`config.mk`:
```
export PLATFORM = sky130hd
export DESIGN_NAME = tal_alarm_top
export DESIGN_NICKNAME = d
export VERILOG_FILES = /design/src/include/tal_pkg.sv /design/src/design/tal_alarm_top.sv /design/src/design/tal_sync.sv /design/src/design/tal_fault_filter.sv
export SDC_FILE = /design/constraint.sdc
export NUM_CORES = 1
export LEC_CHECK = 0
export ABC_AREA = 1
export BUFFER_PORTS_ARGS = -buffer_cell sky130_fd_sc_hd__buf_2
export CAP_MARGIN = 5
export CORE_MARGIN = 2
export CORE_UTILIZATION = 55
export CTS_BUF_LIST = sky130_fd_sc_hd__clkbuf_4 sky130_fd_sc_hd__clkbuf_8 sky130_fd_sc_hd__clkbuf_16
export CTS_CLUSTER_DIAMETER = 120
export DETAILED_ROUTE_END_ITERATION = 7
export MAX_ROUTING_LAYER = met4
export PLACE_DENSITY = 0.79
export SLEW_MARGIN = 25
export SYNTH_ARGS = -nofsm -noshare
export SYNTH_HDL_FRONTEND = slang
export SYNTH_HIERARCHICAL = 1
export SYNTH_SLANG_ARGS = --single-unit
```
`constraint.sdc`:
```
create_clock -name ref_clk -period 2.5 [get_ports ref_clk]
set_input_delay 0.5 -clock ref_clk [delete_from_list [all_inputs] [get_ports ref_clk]]
set_output_delay 0.5 -clock ref_clk [all_outputs]
set_load 0.02 [all_outputs]
```
`src/include/tal_pkg.sv`:
```
// Shared constants, types and helpers for the thermal alarm output block.
package tal_pkg;

   // Register indexes, selected by the two low pointer bits.
   localparam logic [1:0] REG_TEMP   = 2'h0;
   localparam logic [1:0] REG_CONFIG = 2'h1;
   localparam logic [1:0] REG_HYST   = 2'h2;
   localparam logic [1:0] REG_TRIP   = 2'h3;

   // Configuration field positions.
   localparam int CFG_SHDN_BIT = 0;
   localparam int CFG_INT_BIT  = 1;
   localparam int CFG_POL_BIT  = 2;
   localparam int CFG_FQ_LSB   = 3;
   localparam int CFG_FQ_MSB   = 4;
   localparam logic [7:0] CFG_WR_MASK = 8'h1F;

   // Reset values; temperatures are 9-bit signed half degrees in bits 15..7.
   localparam logic [7:0]  CFG_RST  = 8'h00;
   localparam logic [15:0] TRIP_RST = 16'h5000;
   localparam logic [15:0] HYST_RST = 16'h4B00;
   localparam logic [15:0] TEMP_RST = 16'h0000;
   localparam int TEMP_W   = 9;
   localparam int TEMP_LSB = 7;

   // Fixed upper slave address bits.
   localparam logic [3:0] ADDR_FIXED = 4'h9;

   // Fault queue depths.
   localparam logic [2:0] FQ_N0 = 3'h1;
   localparam logic [2:0] FQ_N1 = 3'h2;
   localparam logic [2:0] FQ_N2 = 3'h4;
   localparam logic [2:0] FQ_N3 = 3'h6;

   // Conversion timing.
   localparam int unsigned CONV_TIME_MS = 55;
   localparam int unsigned CLK_FREQ_HZ  = 100000000;
   localparam int unsigned CONV_CYCLES  = CONV_TIME_MS * (CLK_FREQ_HZ / 1000);
   localparam int CONV_CNT_W = 23;

   // Qualitative result of one conversion.
   typedef enum logic [1:0] {CLS_MID, CLS_HI, CLS_LO} tal_cls_t;

   // Number of agreeing conversions needed for a queue setting.
   function automatic logic [2:0] fq_need(input logic [1:0] sel);
      case (sel)
         2'h0:    fq_need = FQ_N0;
         2'h1:    fq_need = FQ_N1;
         2'h2:    fq_need = FQ_N2;
         default: fq_need = FQ_N3;
      endcase
   endfunction

endpackage

```
`src/design/tal_alarm_top.sv`:
```
// Thermal alarm output logic with two-wire slave and local register port.
//
// Contract
// Comparator style: above trip drives alarm active.
// Comparator: stays active until below hysteresis.
// Interrupt style: above trip sets, reads clear.
// Interrupt: drop below hysteresis sets again.
// Interrupt: only register reads and shutdown entry clear alarm.
// Interrupt: shutdown entry releases alarm at once.
// Comparator: alarm level frozen during shutdown.
// Host sets polarity, default active low.
// Alarm pin only pulls low or releases.
// Respond only when upper address is 1001.
// Acknowledge only when low bits match pins.
// Shutdown halts temperature conversions.
// Bus and registers work during shutdown.
// Programmable filter suppresses transient excursions.
// Queue 00/01/10/11 needs 1/2/4/6 conversions.
// Style bit 0 comparator, 1 interrupt.
// Polarity bit 0 low, 1 high.
// Shutdown bit 0 normal, 1 shutdown.
// Between limits comparator holds previous level.
// Compare results with same signed encoding.
//
// The register addresses and the plain strobed port were left to the implementer.
module tal_alarm_top #(
   parameter int unsigned CONV_CYCLES = tal_pkg::CONV_CYCLES
) (
   input  wire logic        ref_clk,
   input  wire logic        rstn,
   input  wire logic [1:0]  reg_addr,
   input  wire logic [15:0] reg_wdata,
   input  wire logic        reg_wr,
   input  wire logic        reg_rd,
   output logic      [15:0] reg_rdata,
   input  wire logic        scl_in,
   input  wire logic        sda_in,
   output logic             sda_out,
   output logic             sda_oe,
   input  wire logic        addr_select_hi,
   input  wire logic        addr_select_mid,
   input  wire logic        addr_select_lo,
   input  wire logic [8:0]  temp_in,
   output logic             conv_active,
   output logic             alarm_out,
   output logic             alarm_oe
);
   import tal_pkg::*;

   typedef enum logic [2:0] {
      ST_IDLE, ST_ADDR, ST_ACK, ST_WDATA, ST_RDATA, ST_RACK
   } tal_st_t;

   // Register file.
   logic [7:0]  cfg_r;
   logic [15:0] trip_r;
   logic [15:0] hyst_r;
   logic [15:0] temp_r;

   // Synchronised pins.
   logic [4:0] pins_s;
   logic       scl_s;
   logic       sda_s;
   logic [2:0] addr_pins;
   logic       scl_q_r;
   logic       sda_q_r;
   logic       scl_rise;
   logic       scl_fall;
   logic       start_det;
   logic       stop_det;

   // Serial slave state.
   tal_st_t    st_r;
   logic [3:0] bit_cnt_r;
   logic [7:0] sh_r;
   logic [7:0] tx_r;
   logic [7:0] tx_byte;
   logic [15:0] tx_word;
   logic [7:0] msb_r;
   logic [1:0] ptr_r;
   logic [1:0] byte_idx_r;
   logic       rnw_r;
   logic       rd_half_r;
   logic       nack_r;
   logic       sda_oe_r;
   logic       i2c_wr_r;
   logic [15:0] i2c_wdata_r;
   logic       i2c_rd_r;

   // Conversion and alarm state.
   logic [CONV_CNT_W-1:0] conv_cnt_r;
   logic       conv_done_r;
   logic       conv_active_r;
   tal_cls_t   cls;
   logic       qual_hi;
   logic       qual_lo;
   logic       cmp_level_r;
   logic       int_pend_r;
   logic       int_expect_lo_r;
   logic       shdn_q_r;
   logic       shdn_entry;
   logic       any_read;
   logic       alarm_level;
   logic       alarm_oe_r;
   logic [15:0] rdata_r;

   // Register contents as seen by a reader; configuration bits above the writable mask read as zero.
   function automatic logic [15:0] reg_value(input logic [1:0] idx,
                                             input logic [7:0] cfg,
                                             input logic [15:0] tr,
                                             input logic [15:0] hy,
                                             input logic [15:0] tp);
      case (idx)
         REG_TEMP:   reg_value = tp;
         REG_CONFIG: reg_value = {8'h00, cfg & CFG_WR_MASK};
         REG_HYST:   reg_value = hy;
         default:    reg_value = tr;
      endcase
   endfunction

   // Signed temperature field of a register word.
   function automatic logic signed [8:0] temp_of(input logic [15:0] w);
      temp_of = $signed(w[15:TEMP_LSB]);
   endfunction

   // Pins cross into the clock domain; bus lines reset high so no false edge follows reset.
   tal_sync #(.W(5), .RST(5'h18)) u_sync (
      .ref_clk (ref_clk),
      .rstn    (rstn),
      .d       ({scl_in, sda_in, addr_select_hi, addr_select_mid, addr_select_lo}),
      .q       (pins_s)
   );

   assign scl_s     = pins_s[4];
   assign sda_s     = pins_s[3];
   assign addr_pins = pins_s[2:0];

   // Previous line levels for edge and condition detection.
   always_ff @(posedge ref_clk or negedge rstn) begin
      if (!rstn) begin
         scl_q_r <= 1'b1;
         sda_q_r <= 1'b1;
      end else begin
         scl_q_r <= scl_s;
         sda_q_r <= sda_s;
      end
   end

   // A data change while the clock is high marks start or stop.
   assign scl_rise  = scl_s & ~scl_q_r;
   assign scl_fall  = ~scl_s & scl_q_r;
   assign start_det = scl_s & scl_q_r & sda_q_r & ~sda_s;
   assign stop_det  = scl_s & scl_q_r & ~sda_q_r & sda_s;

   // Byte presented to the master; configuration repeats its one byte.
   always_comb begin
      tx_word = reg_value(ptr_r, cfg_r, trip_r, hyst_r, temp_r);
      tx_byte = (rd_half_r || ptr_r == REG_CONFIG) ? tx_word[7:0] : tx_word[15:8];
   end

   // serial slave keeps running in shutdown.
   always_ff @(posedge ref_clk or negedge rstn) begin
      if (!rstn) begin
         st_r        <= ST_IDLE;
         bit_cnt_r   <= 4'h0;
         sh_r        <= 8'h00;
         tx_r        <= 8'h00;
         msb_r       <= 8'h00;
         ptr_r       <= REG_TEMP;
         byte_idx_r  <= 2'h0;
         rnw_r       <= 1'b0;
         rd_half_r   <= 1'b0;
         nack_r      <= 1'b0;
         sda_oe_r    <= 1'b0;
         i2c_wr_r    <= 1'b0;
         i2c_wdata_r <= 16'h0000;
         i2c_rd_r    <= 1'b0;
      end else begin
         i2c_wr_r <= 1'b0;
         i2c_rd_r <= 1'b0;
         if (start_det) begin
            st_r      <= ST_ADDR;
            bit_cnt_r <= 4'h0;
            sda_oe_r  <= 1'b0;
         end else if (stop_det) begin
            st_r     <= ST_IDLE;
            sda_oe_r <= 1'b0;
         end else if (scl_rise) begin
            case (st_r)
               ST_ADDR, ST_WDATA: begin
                  sh_r      <= {sh_r[6:0], sda_s};
                  bit_cnt_r <= bit_cnt_r + 4'h1;
               end
               ST_RACK: begin
                  nack_r <= sda_s;
               end
               default: begin
               end
            endcase
         end else if (scl_fall) begin
            case (st_r)
               ST_ADDR: begin
                  if (bit_cnt_r == 4'h8) begin
                     // fixed upper address.
                     // strap match.
                     if (sh_r[7:4] == ADDR_FIXED && sh_r[3:1] == addr_pins) begin
                        st_r       <= ST_ACK;
                        sda_oe_r   <= 1'b1;
                        rnw_r      <= sh_r[0];
                        byte_idx_r <= 2'h0;
                        rd_half_r  <= 1'b0;
                        i2c_rd_r   <= sh_r[0];
                     end else begin
                        st_r <= ST_IDLE;
                     end
                  end
               end
               ST_WDATA: begin
                  if (bit_cnt_r == 4'h8) begin
                     st_r     <= ST_ACK;
                     sda_oe_r <= 1'b1;
                     if (byte_idx_r != 2'h3) begin
                        byte_idx_r <= byte_idx_r + 2'h1;
                     end
                     case (byte_idx_r)
                        2'h0: begin
                           ptr_r <= sh_r[1:0];
                        end
                        2'h1: begin
                           msb_r <= sh_r;
                           if (ptr_r == REG_CONFIG) begin
                              i2c_wr_r    <= 1'b1;
                              i2c_wdata_r <= {8'h00, sh_r};
                           end
                        end
                        2'h2: begin
                           if (ptr_r != REG_CONFIG) begin
                              i2c_wr_r    <= 1'b1;
                              i2c_wdata_r <= {msb_r, sh_r};
                           end
                        end
                        default: begin
                        end
                     endcase
                  end
               end
               ST_ACK: begin
                  bit_cnt_r <= 4'h0;
                  if (rnw_r) begin
                     tx_r      <= tx_byte;
                     sda_oe_r  <= ~tx_byte[7];
                     rd_half_r <= ~rd_half_r;
                     st_r      <= ST_RDATA;
                  end else begin
                     sda_oe_r <= 1'b0;
                     st_r     <= ST_WDATA;
                  end
               end
               ST_RDATA: begin
                  if (bit_cnt_r == 4'h7) begin
                     sda_oe_r <= 1'b0;
                     st_r     <= ST_RACK;
                  end else begin
                     tx_r      <= {tx_r[6:0], 1'b0};
                     sda_oe_r  <= ~tx_r[6];
                     bit_cnt_r <= bit_cnt_r + 4'h1;
                  end
               end
               ST_RACK: begin
                  // A master that declines the byte ends the read.
                  if (nack_r) begin
                     st_r <= ST_IDLE;
                  end else begin
                     tx_r      <= tx_byte;
                     sda_oe_r  <= ~tx_byte[7];
                     rd_half_r <= ~rd_half_r;
                     bit_cnt_r <= 4'h0;
                     st_r      <= ST_RDATA;
                  end
               end
               default: begin
               end
            endcase
         end
      end
   end

   // Writable registers; the local port wins over a same-cycle serial write.
   always_ff @(posedge ref_clk or negedge rstn) begin
      if (!rstn) begin
         cfg_r  <= CFG_RST;
         trip_r <= TRIP_RST;
         hyst_r <= HYST_RST;
      end else if (reg_wr) begin
         case (reg_addr)
            REG_CONFIG: cfg_r  <= reg_wdata[7:0] & CFG_WR_MASK;
            REG_HYST:   hyst_r <= reg_wdata;
            REG_TRIP:   trip_r <= reg_wdata;
            default: begin
            end
         endcase
      end else if (i2c_wr_r) begin
         case (ptr_r)
            REG_CONFIG: cfg_r  <= i2c_wdata_r[7:0] & CFG_WR_MASK;
            REG_HYST:   hyst_r <= i2c_wdata_r;
            REG_TRIP:   trip_r <= i2c_wdata_r;
            default: begin
            end
         endcase
      end
   end

   // Local read data stands only in the cycle after the strobe.
   always_ff @(posedge ref_clk or negedge rstn) begin
      if (!rstn) begin
         rdata_r <= 16'h0000;
      end else if (reg_rd) begin
         rdata_r <= reg_value(reg_addr, cfg_r, trip_r, hyst_r, temp_r);
      end else begin
         rdata_r <= 16'h0000;
      end
   end

   // conversions stop in shutdown.
   // shutdown bit decode.
   always_ff @(posedge ref_clk or negedge rstn) begin
      if (!rstn) begin
         conv_cnt_r    <= '0;
         conv_done_r   <= 1'b0;
         conv_active_r <= 1'b0;
         temp_r        <= TEMP_RST;
      end else begin
         conv_done_r <= 1'b0;
         if (cfg_r[CFG_SHDN_BIT]) begin
            conv_cnt_r    <= '0;
            conv_active_r <= 1'b0;
         end else if (conv_cnt_r == CONV_CNT_W'(CONV_CYCLES - 1)) begin
            conv_cnt_r    <= '0;
            conv_active_r <= 1'b1;
            conv_done_r   <= 1'b1;
            temp_r        <= {temp_in, 7'h00};
         end else begin
            conv_cnt_r    <= conv_cnt_r + CONV_CNT_W'(1);
            conv_active_r <= 1'b1;
         end
      end
   end

   // signed compare of result against limits.
   always_comb begin
      if (temp_of(temp_r) > temp_of(trip_r)) begin
         cls = CLS_HI;
      end else if (temp_of(temp_r) < temp_of(hyst_r)) begin
         cls = CLS_LO;
      end else begin
         cls = CLS_MID;
      end
   end

   // result filter.
   tal_fault_filter u_filter (
      .ref_clk   (ref_clk),
      .rstn      (rstn),
      .conv_done (conv_done_r),
      .cls       (cls),
      .fq_sel    (cfg_r[CFG_FQ_MSB:CFG_FQ_LSB]),
      .qual_hi_r (qual_hi),
      .qual_lo_r (qual_lo)
   );

   // Comparator level; no qualified result in shutdown freezes it.
   // set above trip.
   // clear below hysteresis.
   // frozen in shutdown.
   // hold between limits.
   always_ff @(posedge ref_clk or negedge rstn) begin
      if (!rstn) begin
         cmp_level_r <= 1'b0;
      end else if (qual_hi) begin
         cmp_level_r <= 1'b1;
      end else if (qual_lo) begin
         cmp_level_r <= 1'b0;
      end
   end

   assign any_read   = reg_rd | i2c_rd_r;
   assign shdn_entry = cfg_r[CFG_SHDN_BIT] & ~shdn_q_r;

   // Interrupt latch; a new event wins over a read in the same cycle.
   // trip event, read clears.
   // hysteresis event re-arms.
   // no self clearing.
   // shutdown entry releases.
   always_ff @(posedge ref_clk or negedge rstn) begin
      if (!rstn) begin
         shdn_q_r        <= 1'b0;
         int_pend_r      <= 1'b0;
         int_expect_lo_r <= 1'b0;
      end else begin
         shdn_q_r <= cfg_r[CFG_SHDN_BIT];
         if (shdn_entry && cfg_r[CFG_INT_BIT]) begin
            int_pend_r <= 1'b0;
         end else if (qual_hi && !int_expect_lo_r) begin
            int_pend_r      <= 1'b1;
            int_expect_lo_r <= 1'b1;
         end else if (qual_lo && int_expect_lo_r) begin
            int_pend_r      <= 1'b1;
            int_expect_lo_r <= 1'b0;
         end else if (any_read) begin
            int_pend_r <= 1'b0;
         end
      end
   end

   // style select.
   assign alarm_level = cfg_r[CFG_INT_BIT] ? int_pend_r : cmp_level_r;

   // The pin only sinks, so active high means releasing while active.
   // polarity default low.
   // open drain drive.
   // polarity decode.
   always_ff @(posedge ref_clk or negedge rstn) begin
      if (!rstn) begin
         alarm_oe_r <= 1'b0;
      end else begin
         alarm_oe_r <= cfg_r[CFG_POL_BIT] ? ~alarm_level : alarm_level;
      end
   end

   // Output pins come straight from flops, except sda_out and alarm_out, which are tied low.
   assign reg_rdata   = rdata_r;
   assign sda_oe      = sda_oe_r;
   assign sda_out     = 1'b0;
   assign alarm_out   = 1'b0;
   assign alarm_oe    = alarm_oe_r;
   assign conv_active = conv_active_r;
endmodule

```
`src/design/tal_sync.sv`:
```
// Two-flop synchroniser for asynchronous inputs.
module tal_sync #(
   parameter int           W   = 1,
   parameter logic [W-1:0] RST = '0
) (
   input  wire logic         ref_clk,
   input  wire logic         rstn,
   input  wire logic [W-1:0] d,
   output logic      [W-1:0] q
);
   logic [W-1:0] meta_r;

   // The first stage feeds only the second stage.
   always_ff @(posedge ref_clk or negedge rstn) begin
      if (!rstn) begin
         meta_r <= RST;
         q      <= RST;
      end else begin
         meta_r <= d;
         q      <= meta_r;
      end
   end
endmodule

```
`src/design/tal_fault_filter.sv`:
```
// Fault queue: qualifies a result only after enough agreeing conversions.
module tal_fault_filter (
   input  wire logic             ref_clk,
   input  wire logic             rstn,
   input  wire logic             conv_done,
   input  wire tal_pkg::tal_cls_t cls,
   input  wire logic [1:0]       fq_sel,
   output logic                  qual_hi_r,
   output logic                  qual_lo_r
);
   import tal_pkg::*;

   tal_cls_t   last_r;
   logic [2:0] run_r;
   logic [2:0] run_nxt;

   // Saturate at the deepest queue so the run count never wraps.
   always_comb begin
      if (cls == last_r) begin
         run_nxt = (run_r >= FQ_N3) ? run_r : run_r + 3'h1;
      end else begin
         run_nxt = 3'h1;
      end
   end

   // transient suppression.
   // consecutive count check.
   always_ff @(posedge ref_clk or negedge rstn) begin
      if (!rstn) begin
         last_r    <= CLS_MID;
         run_r     <= 3'h0;
         qual_hi_r <= 1'b0;
         qual_lo_r <= 1'b0;
      end else begin
         qual_hi_r <= 1'b0;
         qual_lo_r <= 1'b0;
         if (conv_done) begin
            last_r    <= cls;
            run_r     <= run_nxt;
            qual_hi_r <= (cls == CLS_HI) && (run_nxt >= fq_need(fq_sel));
            qual_lo_r <= (cls == CLS_LO) && (run_nxt >= fq_need(fq_sel));
         end
      end
   end
endmodule

```
==> flow_metrics.py <==
metrics = {
    "clocking": {
        "cts_buffers": 17,
        "cts_buffer_depth": 2,
        "cts_tree": "yes",
        "cts.sinks": 167,
        "clk_root_buffer_cell": "clkbuf_16",
        "htreeDepth": 4,
        "clk_pin_slew_ns": 0.07,
        "hold_buffers": 0,
        "clkLatencyLatePin_ns": 0.44,
    },
    "sta": {
        "period_minus_slack_ns": 2.594,
        "slew_headroom_pct": 49.33,
        "hold_viol": 0,
        "timing.final.ws_setup_ns": -0.09357,
        "drv_slew": 0,
        "max_freq_ghz": 0.3856,
        "rsz0062_at_grt": "yes",
        "fin_skew_ns": 0.007709,
        "fin_hold_ws_ns": 0.009639,
        "tightest_slew_ns": 0.7409,
        "setup_viol": 2,
        "finalCritPeriodShare_pct": 103.7,
        "setup_tns_ns": -0.1775,
    },
    "floorplanning": {
        "coreArea_um2": 15710,
        "die_area_um2": 16940,
        "initial_core_util_pct": 55.69,
        "io_pins": 57,
        "placementRows": 46,
        "dieHeight_um": 130.1,
        "fp.dieW_um": 130.1,
    },
    "synth": {
        "post_synth.cell_area_avg_um2": 8.014,
        "async_flop_share_pct": 100.0,
        "yosysSeqAreaShare_pct": 47.93,
        "synth_area_leader_cell": "dfrtp_1",
        "yosysUniqueCellTypes": 46,
        "synth_edf_count": 0,
        "synth_top_area_share_pct": 44.32,
        "ys_ff_latch": 167,
        "syn-instance-count": 1092,
        "synth_ff_type": "dfrtp_1",
        "synth_area_um2": 8751,
        "ys_top_cells_by_area": "dfrtp_1 44%, nand2_1 13%, inv_1 6.1%",
        "yosys_warnings": 6,
    },
    "place": {
        "place_inst": 1380,
        "numPortBuffers": 54,
        "place_area_um2": 9539,
        "routabilityCongestion": 0.9071,
        "place_hpwl_um": 15820,
    },
    "global_routing": {
        "first_global_vias": 7421,
        "grt_pass1_wl_um": 36630,
        "grt_usage_pct": 28.82,
        "antenna_found_initial": 0,
        "grt-ovfl-total": 0,
        "grt_start_max_net_pins": 52,
    },
    "hold_path": {
        "min_path_type": "in -> async",
    },
    "setup_path": {
        "start_kind": "register",
        "crit_type": "reg -> reg",
        "crit_path_max_fanout": 3,
        "critical_path_arrival_ns": 2.92,
        "crit_path_end_kind": "register",
        "crit_required_ns": 2.83,
        "rr_worst_depth": 19,
    },
    "drt": {
        "vias": 7820,
        "viasPerCell": 5.519,
        "wl_per_cell_um": 15.90,
        "drt-initial-drc-count": 820,
        "drt-pass1-iter-count": 5,
        "drc": 0,
        "wl_um": 22530,
        "ant_nets": 0,
    },
    "run": {
        "max_cap_violations": 0,
    },
    "finish": {
        "final_area_um2": 10370,
        "layout_commonest_cell": "nand2_1",
        "diodes": 0,
        "fin_cells": 1417,
        "finish.net_count": 1256,
        "area_growth_pct": 18.54,
        "drive_gt1_share_pct": 18.48,
        "final_cell_mix": "306 x nand2_1, 154 x dfrtp_1, 139 x inv_1, 98 x nor2_1, 87 x o21ai_0",
    },
    "power_and_ir_drop": {
        "ir_drop_uv": 510.8,
        "power_density_nw_per_um2": 758.0,
        "fin_total_pwr_mw": 7.863,
        "p_leak_nw": 5.065,
    },
    "outcome": {
        "failed_checks": "setup timing",
        "outcome": "complete, but fails checks",
    },
}
==> critical path, cell delays in order, from the launching register on <==
cell	delay, ns
dfstp_2	0.53
inv_1	0.05
ha_1	0.28
nand2_1	0.09
nor2_1	0.06
o211ai_1	0.10
nand3_2	0.11
nand2_2	0.08
o21ai_2	0.06
nor2_4	0.11
inv_2	0.06
nand2_2	0.07
nand2_4	0.06
nor2_4	0.11
and2_4	0.16
ha_4	0.21
a21oi_2	0.12
o211ai_1	0.11
nand2_1	0.07
inv_1	0.04
==> cell usage after synthesis (4+ instances only) <==
cell and count:
ha_1 32, buf_2 9, nor3b_1 4, nand2_2 5, o221ai_1 10, o211ai_1 9, clkbuf_1 14, nand3_1 44
nand4_1 20, a21oi_1 19, dfrtp_1 155, o2111ai_1 4, xor2_1 9, o22ai_1 7, a31oi_1 5, o21ai_1 7
inv_1 142, dfstp_2 12, mux2_2 19, o21ai_0 90, nor2_1 102, nor3_1 19, nand2_1 314
==> state kept, by name, summed over array words and instances (netlist names), 7 cells and up <==
| signal | flops |
|---|---|
| tx_r | 7 |
| temp_r | 9 |
| sh_r | 8 |
| i2c_wdata_r | 16 |
| msb_r | 8 |
| reg_rdata | 16 |
| trip_r | 16 |
| hyst_r | 16 |
| conv_cnt_r | 23 |
==> path summary, 6_finish.rpt <==
kind	from	to	slack, ns
setup reg to reg	hyst_r[8]	u_filter/qual_hi_r	-0.09
min in group ref_clk	sda_in	u_sync/meta_r[3]	0.16
setup / recovery	hyst_r[8]	u_filter/qual_hi_r	-0.09
hold reg to reg	u_sync/meta_r[2]	u_sync/q[2]	0.35
hold / removal	rstn	conv_cnt_r[13]	0.01
max in group asynchronous	rstn	u_sync/q[3]	1.82
==> cell type report <==
| cell class | count | area (um2) |
|---|---|---|
| fill | 1308 | 5339 |
| sequential | 167 | 4195 |
| multi-input combinational | 752 | 4080 |
| timing repair buffer | 104 | 680.7 |
| inverter | 146 | 548.0 |
| clock buffer | 18 | 439.2 |
| tap | 216 | 270.3 |
| clock inverter | 14 | 160.2 |
==> routing by layer <==
layer / track usage [%] / wire [um] / vias up / part of all wire [%]
met5: - / 0 / - / 0
met4: 9.045 / 587 / 0 / 2.6
met3: 6.109 / 1607 / 46 / 7.1
met2: 44.60 / 10550 / 326 / 47
met1: 38.33 / 9794 / 3715 / 43
li1: - / - / 3733 / -
==> through the flow <==
step	util, %	setup slack (ns)
final	66.02	-0.09357
after global routing	66.02	-0.2613
after CTS	65.38	-0.04686
after detailed placement	60.71	-0.2625
after global placement	60.71	-0.1322
after floorplan	-	0.004291
==> power breakdown <==
group / switching [mW] / internal [mW] / leakage, nW
clock: 1.17 / 1.52 / 0.287
combinational: 1.20 / 0.699 / 2.63
sequential: 0.243 / 3.03 / 2.15
total: 2.61 / 5.25 / 5.07
==> cell families after synthesis <==
group	Yosys count	share of synthesized area (%)
muxes	19	2.445
other	1	0.04285
xor gates and xnor gates	11	1.101
adders and majority gates	32	4.575
buffers and inverters	174	7.807
DFF	167	47.93
AOI/OAI and AO/OA	162	10.67
and+or+nand+nor	526	25.44
==> repair_timing <==
item                       in CTS  in global routing
setup endpoints to repair       2                  8
buffers inserted                3                  2
gates resized for setup        25                 14
pin swaps                      21                 15
gates cloned                    0                  0
(Power assumes the default switching activity.)
